<file path="src/pkg/meas_pkg.sv">
/*
 Constants shared by the measurement engine: register indices, configuration
 field layout, reset values, conversion-time and averaging tables, scaling.
 Assumes a 16-bit register word and a 125 MHz core clock.
*/
`default_nettype none
package meas_pkg;
   // Register indices on the register port
   localparam logic [2:0] REG_CONFIG = 3'h0;
   localparam logic [2:0] REG_SHUNT = 3'h1;
   localparam logic [2:0] REG_BUS = 3'h2;
   localparam logic [2:0] REG_POWER = 3'h3;
   localparam logic [2:0] REG_CURRENT = 3'h4;
   localparam logic [2:0] REG_CALIB = 3'h5;

   // Configuration word: [15:12] fixed, [11:9] averaging, [8:6] bus time,
   // [5:3] shunt time, [2:0] mode
   localparam logic [3:0] CFG_FIXED_TOP = 4'h4;
   localparam logic [11:0] CFG_RESET = 12'h127;
   localparam int CFG_MODE_LSB = 0;
   localparam int CFG_SHCT_LSB = 3;
   localparam int CFG_BUSCT_LSB = 6;
   localparam int CFG_AVG_LSB = 9;
   localparam int MODE_SHUNT_BIT = 0;
   localparam int MODE_BUS_BIT = 1;
   localparam int MODE_CONT_BIT = 2;

   // Arithmetic scaling
   localparam logic [3:0] CURRENT_SHIFT = 4'hb;
   localparam logic [31:0] POWER_DIVISOR = 32'h0000_4e20;
   localparam int CLOCK_MHZ = 125;

   typedef enum logic [2:0] {
      ST_IDLE = 3'b001,
      ST_SHUNT = 3'b010,
      ST_BUS = 3'b100
   } seq_state_e;

   // Conversion duration in microseconds for each 3-bit setting
   function automatic logic [31:0] conv_us(input logic [2:0] sel);
      logic [31:0] us;
      us = 32'h0;
      unique case (sel)
         3'h0: us = 32'h0000_008c;
         3'h1: us = 32'h0000_00cc;
         3'h2: us = 32'h0000_014c;
         3'h3: us = 32'h0000_024c;
         3'h4: us = 32'h0000_044c;
         3'h5: us = 32'h0000_0844;
         3'h6: us = 32'h0000_103c;
         3'h7: us = 32'h0000_2034;
      endcase
      return us;
   endfunction

   // Averaging count is a power of two: return its log2
   function automatic logic [3:0] avg_shift(input logic [2:0] sel);
      logic [3:0] s;
      s = 4'h0;
      unique case (sel)
         3'h0: s = 4'h0;
         3'h1: s = 4'h2;
         3'h2: s = 4'h4;
         3'h3: s = 4'h6;
         3'h4: s = 4'h7;
         3'h5: s = 4'h8;
         3'h6: s = 4'h9;
         3'h7: s = 4'ha;
      endcase
      return s;
   endfunction
endpackage
`default_nettype wire

</file>
<file path="src/core/power_calc_engine.sv">
/*
 Measurement sequencer and arithmetic core of a current and power monitor.
 Runs shunt and bus conversions, averages them, derives current and power.
 Assumes a register port from a serial slave on i_core_clk and raw converter
 words from the analog side, which are asynchronous and held stable while
 a conversion ends.
*/
`timescale 1ns/1ps
`default_nettype none
module power_calc_engine #(
   parameter int CYCLES_PER_US = meas_pkg::CLOCK_MHZ
) (
   // Clock and reset
   input wire logic i_core_clk,
   input wire logic i_nrst,
   // Register port
   input wire logic [2:0] i_reg_addr,
   input wire logic i_reg_wr,
   input wire logic [15:0] i_reg_wdata,
   output logic [15:0] o_reg_rdata,
   // Converter words
   input wire logic [15:0] i_shunt_adc,
   input wire logic [15:0] i_bus_sense_input,
   // Status
   output logic o_busy,
   output logic o_set_done
);
   function automatic logic signed [39:0] tz_shift(input logic signed [39:0] v,
                                                   input logic [3:0] sh);
      logic signed [39:0] r;
      r = (v < 0) ? -((-v) >>> sh) : (v >>> sh);
      return r;
   endfunction

   logic [11:0] cfg_q;
   logic [15:0] cal_q;
   logic [15:0] shunt_q, bus_q, cur_q, pwr_q;
   logic signed [39:0] acc_sh_q, acc_bus_q, acc_cur_q, acc_pwr_q;
   logic [10:0] smp_cnt_q;
   logic signed [15:0] last_cur_q;
   logic trig_q;
   logic [15:0] sh_s1_q, sh_s2_q, bus_s1_q, bus_s2_q;
   meas_pkg::seq_state_e state_q, state_d;

   wire wr_cfg = i_reg_wr && (i_reg_addr == meas_pkg::REG_CONFIG);
   wire wr_cal = i_reg_wr && (i_reg_addr == meas_pkg::REG_CALIB);
   wire [2:0] mode = cfg_q[meas_pkg::CFG_MODE_LSB +: 3];
   wire do_sh = mode[meas_pkg::MODE_SHUNT_BIT];
   wire do_bus = mode[meas_pkg::MODE_BUS_BIT];
   wire cont = mode[meas_pkg::MODE_CONT_BIT];
   wire cal_loaded = (cal_q != 16'h0);
   wire [3:0] avg_sh = meas_pkg::avg_shift(cfg_q[meas_pkg::CFG_AVG_LSB +: 3]);
   wire [10:0] avg_last = 11'((32'h1 << avg_sh) - 32'h1);
   wire [31:0] sh_cycles = 32'(meas_pkg::conv_us(cfg_q[meas_pkg::CFG_SHCT_LSB +: 3])
                               * CYCLES_PER_US);
   wire [31:0] bus_cycles = 32'(meas_pkg::conv_us(cfg_q[meas_pkg::CFG_BUSCT_LSB +: 3])
                                * CYCLES_PER_US);

   wire timer_done;
   wire sh_done = (state_q == meas_pkg::ST_SHUNT) && timer_done;
   wire bus_done = (state_q == meas_pkg::ST_BUS) && timer_done;
   wire smp_end = (sh_done && !do_bus) || bus_done;
   wire set_end = smp_end && (smp_cnt_q == avg_last);
   wire idle_go = (state_q == meas_pkg::ST_IDLE) && (do_sh || do_bus) && (cont || trig_q);
   wire restart = !wr_cfg && (idle_go || (smp_end && (!set_end || cont)));
   wire enter_sh = restart && do_sh;
   wire enter_bus = (restart && !do_sh) || (!wr_cfg && sh_done && do_bus);

   // Per-sample derived values from the raw measurements
   wire signed [15:0] sh_raw = $signed(sh_s2_q);
   wire [15:0] bus_raw = {1'b0, bus_s2_q[14:0]};
   wire signed [39:0] cur_prod = 40'(sh_raw * $signed({1'b0, cal_q}));
   wire signed [15:0] smp_cur = cal_loaded ?
      16'(tz_shift(cur_prod, meas_pkg::CURRENT_SHIFT)) : 16'sh0;
   wire [15:0] cur_mag = last_cur_q[15] ? 16'(-last_cur_q) : 16'(last_cur_q);
   wire [31:0] pwr_prod = 32'(cur_mag * bus_raw);
   // Unsigned quotient truncates toward zero; the fixed divisor gives the 25x step
   wire [15:0] smp_pwr = cal_loaded ?
      16'(pwr_prod / meas_pkg::POWER_DIVISOR) : 16'h0;

   // Running sums including this cycle's sample
   wire signed [39:0] sh_sum = acc_sh_q + (sh_done ? 40'(sh_raw) : 40'sh0);
   wire signed [39:0] cur_sum = acc_cur_q + (sh_done ? 40'(smp_cur) : 40'sh0);
   wire signed [39:0] bus_sum = acc_bus_q + (bus_done ? 40'($signed({1'b0, bus_raw}))
                                                        : 40'sh0);
   wire signed [39:0] pwr_sum = acc_pwr_q + (bus_done ? 40'($signed({1'b0, smp_pwr}))
                                                        : 40'sh0);

   logic [15:0] rdata;
   always_comb begin
      unique case (i_reg_addr)
         meas_pkg::REG_CONFIG: rdata = {meas_pkg::CFG_FIXED_TOP, cfg_q};
         meas_pkg::REG_SHUNT: rdata = shunt_q;
         meas_pkg::REG_BUS: rdata = bus_q;
         meas_pkg::REG_POWER: rdata = pwr_q;
         meas_pkg::REG_CURRENT: rdata = cur_q;
         meas_pkg::REG_CALIB: rdata = cal_q;
         default: rdata = 16'h0;
      endcase
   end

   always_comb begin
      state_d = state_q;
      if (wr_cfg) begin
         state_d = meas_pkg::ST_IDLE;
      end else if (enter_sh) begin
         state_d = meas_pkg::ST_SHUNT;
      end else if (enter_bus) begin
         state_d = meas_pkg::ST_BUS;
      end else if (smp_end) begin
         state_d = meas_pkg::ST_IDLE;
      end
   end

   conv_timer u_timer (
      .i_core_clk(i_core_clk),
      .i_nrst(i_nrst),
      .i_start(enter_sh || enter_bus),
      .i_cycles(enter_sh ? sh_cycles : bus_cycles),
      .i_abort(wr_cfg),
      .o_done(timer_done)
   );

   // Converter words are asynchronous: two flops before use
   always_ff @(posedge i_core_clk or negedge i_nrst) begin
      if (!i_nrst) begin
         sh_s1_q <= 16'h0;
         sh_s2_q <= 16'h0;
         bus_s1_q <= 16'h0;
         bus_s2_q <= 16'h0;
      end else begin
         sh_s1_q <= i_shunt_adc;
         sh_s2_q <= sh_s1_q;
         bus_s1_q <= i_bus_sense_input;
         bus_s2_q <= bus_s1_q;
      end
   end

   // Configuration, calibration and sequencer state
   always_ff @(posedge i_core_clk or negedge i_nrst) begin
      if (!i_nrst) begin
         cfg_q <= meas_pkg::CFG_RESET;
         cal_q <= 16'h0;
         trig_q <= 1'b0;
         state_q <= meas_pkg::ST_IDLE;
         o_reg_rdata <= 16'h0;
         o_busy <= 1'b0;
      end else begin
         o_reg_rdata <= rdata;
         state_q <= state_d;
         o_busy <= (state_d != meas_pkg::ST_IDLE);
         if (wr_cfg) begin
            cfg_q <= i_reg_wdata[11:0];
         end
         if (wr_cal) begin
            cal_q <= i_reg_wdata;
         end
         // A configuration write with the continuous bit clear re-arms a single-shot run
         trig_q <= wr_cfg ? !i_reg_wdata[meas_pkg::CFG_MODE_LSB + meas_pkg::MODE_CONT_BIT]
                          : (trig_q && !idle_go);
      end
   end

   // Accumulation and averaged result registers
   always_ff @(posedge i_core_clk or negedge i_nrst) begin
      if (!i_nrst) begin
         acc_sh_q <= 40'sh0;
         acc_bus_q <= 40'sh0;
         acc_cur_q <= 40'sh0;
         acc_pwr_q <= 40'sh0;
         smp_cnt_q <= 11'h0;
         last_cur_q <= 16'sh0;
         shunt_q <= 16'h0;
         bus_q <= 16'h0;
         cur_q <= 16'h0;
         pwr_q <= 16'h0;
         o_set_done <= 1'b0;
      end else begin
         o_set_done <= set_end && !wr_cfg;
         if (sh_done) begin
            last_cur_q <= smp_cur;
         end
         if (wr_cfg || set_end) begin
            acc_sh_q <= 40'sh0;
            acc_bus_q <= 40'sh0;
            acc_cur_q <= 40'sh0;
            acc_pwr_q <= 40'sh0;
            smp_cnt_q <= 11'h0;
         end else begin
            acc_sh_q <= sh_sum;
            acc_bus_q <= bus_sum;
            acc_cur_q <= cur_sum;
            acc_pwr_q <= pwr_sum;
            smp_cnt_q <= smp_end ? smp_cnt_q + 11'h1 : smp_cnt_q;
         end
         if (set_end && !wr_cfg && do_sh) begin
            shunt_q <= 16'(tz_shift(sh_sum, avg_sh));
            cur_q <= cal_loaded ? 16'(tz_shift(cur_sum, avg_sh)) : 16'h0;
         end
         if (set_end && !wr_cfg && do_bus) begin
            bus_q <= {1'b0, 15'(tz_shift(bus_sum, avg_sh))};
            pwr_q <= cal_loaded ? 16'(tz_shift(pwr_sum, avg_sh)) : 16'h0;
         end
      end
   end
endmodule
`default_nettype wire

</file>
<file path="src/core/conv_timer.sv">
/*
 One-shot conversion timer: counts a loaded number of core clocks and
 pulses done at the end. Assumes start is a one-cycle pulse on i_core_clk.
*/
`timescale 1ns/1ps
`default_nettype none
module conv_timer (
   // Clock and reset
   input wire logic i_core_clk,
   input wire logic i_nrst,
   // Control
   input wire logic i_start,
   input wire logic [31:0] i_cycles,
   input wire logic i_abort,
   // Status
   output logic o_done
);
   logic [31:0] cnt_q;
   logic run_q;
   logic last;

   assign last = run_q && (cnt_q <= 32'h1);

   always_ff @(posedge i_core_clk or negedge i_nrst) begin
      if (!i_nrst) begin
         cnt_q <= 32'h0;
         run_q <= 1'b0;
         o_done <= 1'b0;
      end else begin
         o_done <= last && !i_abort && !i_start;
         if (i_abort) begin
            run_q <= 1'b0;
         end else if (i_start) begin
            cnt_q <= i_cycles;
            run_q <= 1'b1;
         end else if (last) begin
            run_q <= 1'b0;
         end else if (run_q) begin
            cnt_q <= cnt_q - 32'h1;
         end
      end
   end
endmodule
`default_nettype wire

</file>
<file path="config.mk">
export PLATFORM = sky130hd
export DESIGN_NAME = power_calc_engine
export DESIGN_NICKNAME = d
export VERILOG_FILES = /design/src/pkg/meas_pkg.sv /design/src/core/power_calc_engine.sv /design/src/core/conv_timer.sv
export SDC_FILE = /design/constraint.sdc
export NUM_CORES = 2
export LEC_CHECK = 0
export ABC_AREA = 1
export BUFFER_PORTS_ARGS = -buffer_cell sky130_fd_sc_hd__buf_4
export CAP_MARGIN = 20
export CORE_MARGIN = 5
export CORE_UTILIZATION = 40
export CTS_BUF_LIST = sky130_fd_sc_hd__clkbuf_4 sky130_fd_sc_hd__clkbuf_8 sky130_fd_sc_hd__clkbuf_16
export DETAILED_ROUTE_END_ITERATION = 7
export PLACE_DENSITY = 0.53
export SLEW_MARGIN = 10
export SYNTH_ARGS = -nofsm -noshare
export SYNTH_HDL_FRONTEND = slang
export SYNTH_SLANG_ARGS = --single-unit
</file>
<file path="constraint.sdc">
create_clock -name i_core_clk -period 30.2 [get_ports i_core_clk]
set_input_delay 1.51 -clock i_core_clk [delete_from_list [all_inputs] [get_ports i_core_clk]]
set_output_delay 1.51 -clock i_core_clk [all_outputs]
set_load 0.02 [all_outputs]
</file>
==> results.cfg <==
[power]
powerDensity_mw_per_mm2 = 87.9
leakage_nw = 33.1
ir_drop_v = 0.000181

[final_layout]
regArea_sq_mm = 0.00992
final_common_cell = nand2_1
design_area_sq_mm = 0.0606
multi_input_area_sq_mm = 0.0401
syn2layout_area_growth_pct = 7.37
layout-drive-gt1-share_pct = 7.23
fill_cells = 15000
final_cell_mix = nand2_1, inv_1, nor2_1, o21ai_0, fa_1
nets = 9035

[grt]
grt_usage_pct = 22.2
grt_pass1_vias = 50400
grt_max_degree = 185
grt_pass1_wl_microns = 270000
grt_overflow = 0
antenna_found_initial = 2

[timing]
rsz0062_at_grt = false
setup_tns_ns = 0
max_slew.worst_pin.slew_ns = 1.14
hold_ws_ns = 0.346
setup_viol = 0
finClkSkew_ns = 0.0460
relSlewSlack_pct = 23.8
period_needed_ns = 27.10
hold_viol = 0
min_period_over_period_pct = 89.7
drv_slew = 0
layout_setup_ws_ns = 3.10
fmax_ghz = 0.0369

[setup_path]
worst_setup_path_end_kind = flip-flop
cp-startpoint = last_cur_q[0]$_DFFE_PN0P_
crit_path_max_incr_delay_ns = 0.64
reg2reg_slack_ns = 3.10
crit_end = pwr_q[14]$_DFFE_PN0P_
cp-start-kind = flip-flop
critPathKind = reg2reg
cpMaxStageDelayCell = dfrtp_1
reg2reg_depth = 170
r2r_end = pwr_q[14]$_DFFE_PN0P_
path_max_fanout = 16
r2r_start = last_cur_q[0]$_DFFE_PN0P_
required_ns = 30.73
cp_common_cell = nand2_1
cp_data_arrival_time_ns = 27.63

[route]
drt-pass1-iter-count = 6
routed_wl_microns = 166000
drtAntennaViolNets = 0
wl_met1_microns = 81000
wl_met2_microns = 75000
num_vias = 52000
wl_met3_microns = 6930
drt_iter0_drc = 3627
top_layer = met4
wl_per_cell_microns = 16.5
drc = 0
vias_per_cell = 5.16

[die]
rows = 137
core_area_sq_mm = 0.140
ioPinCount = 72
die_h_microns = 386
start_util_pct = 40.4
die-area_sq_mm = 0.149
die_x_microns = 386

[clock_network]
postCtsSetupBuffers = 0
cts_buffers = 50
cts_resized = 0
cts.path.max_buffers = 3
clock_sinks = 396
tritoncts = built
htreeDepth = 2
clock_latency_ns = 0.66
ctsHoldBuffers = 0
root_buffer = clkbuf_16
clk_pin_slew_worst_paths_ns = 0.07

[placement]
placed_cell_area_sq_mm = 0.0588
place_ws_ns = 3.22
numPortBuffers = 70
routabilityCongestion = 0.913
place_hpwl_microns = 131000

[hold_path]
hold_class = reg2reg

[synth]
netlist_instances = 8253
synth_edf_count = 0
ys_ff_latch = 396
synthArstFlopShare_pct = 100
yosys_warnings = 0
netlist_area_sq_mm = 0.0565
yosysSeqAreaShare_pct = 17.6
synth_ff_type = dfrtp_1
synth_cell_types = 68
syn_area_per_cell_sq_um = 6.84

[flow_run]
maxCapViolCount = 0

[run_status]
status = completed
[synthesized netlist by cell type (40+ instances only)]
master / instances / area [sq um]
nor3_1: 96 / 480
a31oi_1: 40 / 250
inv_1: 1363 / 5120
xnor2_1: 83 / 727
or2_2: 51 / 319
a21oi_1: 323 / 1620
nand4_1: 77 / 482
nor2_1: 793 / 2980
nand2_4: 46 / 518
nand2_1: 1934 / 7260
nand2_2: 112 / 701
o21ai_0: 614 / 3070
xor2_1: 222 / 1940
o22ai_1: 51 / 319
clkbuf_1: 254 / 953
fa_1: 418 / 8370
o211ai_1: 58 / 435
ha_1: 413 / 5170
nand3_1: 388 / 1940
dfrtp_1: 390 / 9760
[power breakdown]
part / leakage, nW / internal (mW) / switching (mW) / total, mW
Sequential: 5.14 / 0.574 / 0.0533 / 0.627
Clock: 0.905 / 0.406 / 0.270 / 0.676
Combinational: 27.1 / 1.48 / 2.55 / 4.03
Total: 33.1 / 2.46 / 2.88 / 5.33
[state kept, by name, summed over array words and instances, names as in the netlist, 32 cells and up]
signal / cells
u_timer.cnt_q: 32
acc_pwr_q: 40
acc_cur_q: 40
acc_bus_q: 40
acc_sh_q: 40
[worst min path at each step]
| stage | startpoint | end | slack [ns] | cells after the start |
|---|---|---|---|---|
| global placement | sh_s1_q[9]$_DFF_PN0_ | sh_raw[9]$_DFF_PN0_ | 0.33 | 0 |
| finish | bus_s1_q[1]$_DFF_PN0_ | bus_s2_q[1]$_DFF_PN0_ | 0.35 | 0 |
| global route | bus_s1_q[5]$_DFF_PN0_ | bus_s2_q[5]$_DFF_PN0_ | 0.35 | 0 |
| CTS | sh_s1_q[11]$_DFF_PN0_ | sh_raw[11]$_DFF_PN0_ | 0.35 | 0 |
| detailed placement | sh_s1_q[11]$_DFF_PN0_ | sh_raw[11]$_DFF_PN0_ | 0.33 | 0 |
| floorplan | bus_s1_q[0]$_DFF_PN0_ | bus_s2_q[0]$_DFF_PN0_ | 0.33 | 0 |
[critical path: cells and delay by family, from the launching register on]
kind                       cells  cell delay [ns]
and+or+nand+nor              121            15.94
adders and majority gates      8             3.53
AOI/OAI and AO/OA             13             3.30
buffers and inverters         24             2.58
xor gates and xnor gates       3             0.76
DFF                            1             0.64
muxes                          1             0.17
[cell families (layout without fill, tap and decap cells)]
family / count (synthesis) / after routing / synth area share (%)
xor gates and xnor gates: 305 / 305 / 4.73
DFF: 396 / 396 / 17.6
AOI/OAI and AO/OA: 1334 / 1334 / 13.7
other: 2 / 13 / 0.0133
and+or+nand+nor: 3631 / 3631 / 27.9
muxes: 26 / 26 / 0.465
buffers and inverters: 1728 / 1658 / 11.7
adders and majority gates: 831 / 831 / 24.0
[stage by stage]
| stage | std cells | util, % | power, mW |
|---|---|---|---|
| 4_1_cts | 10100 | 43.3 | 5.39 |
| 5_1_grt | 10100 | 43.3 | 5.98 |
| 3_3_place_gp | 9972 | 42.0 | 4.64 |
| 6_report | 10100 | 43.4 | 5.33 |
| 2_1_floorplan | 8262 | - | 3.73 |
| 3_5_place_dp | 9973 | 42.0 | 4.67 |
[area by class of cell]
type,count,share of cell area (%)
Antenna cell,2,0.00825
Clock buffer,61,2.27
Clock inverter,33,0.796
Inverter,1431,8.90
Multi-Input combinational cell,6138,66.1
Sequential cell,396,16.4
Tap cell,1876,3.87
Timing Repair Buffer,133,1.70
[metal layers]
metal | vias up | GRT usage, %
li1 | 26000 | -
met1 | 24800 | 32.4
met2 | 1042 | 36.1
met3 | 172 | 1.91
met4 | 0 | 4.50
met5 | - | 0
(Power assumes the default switching activity.)
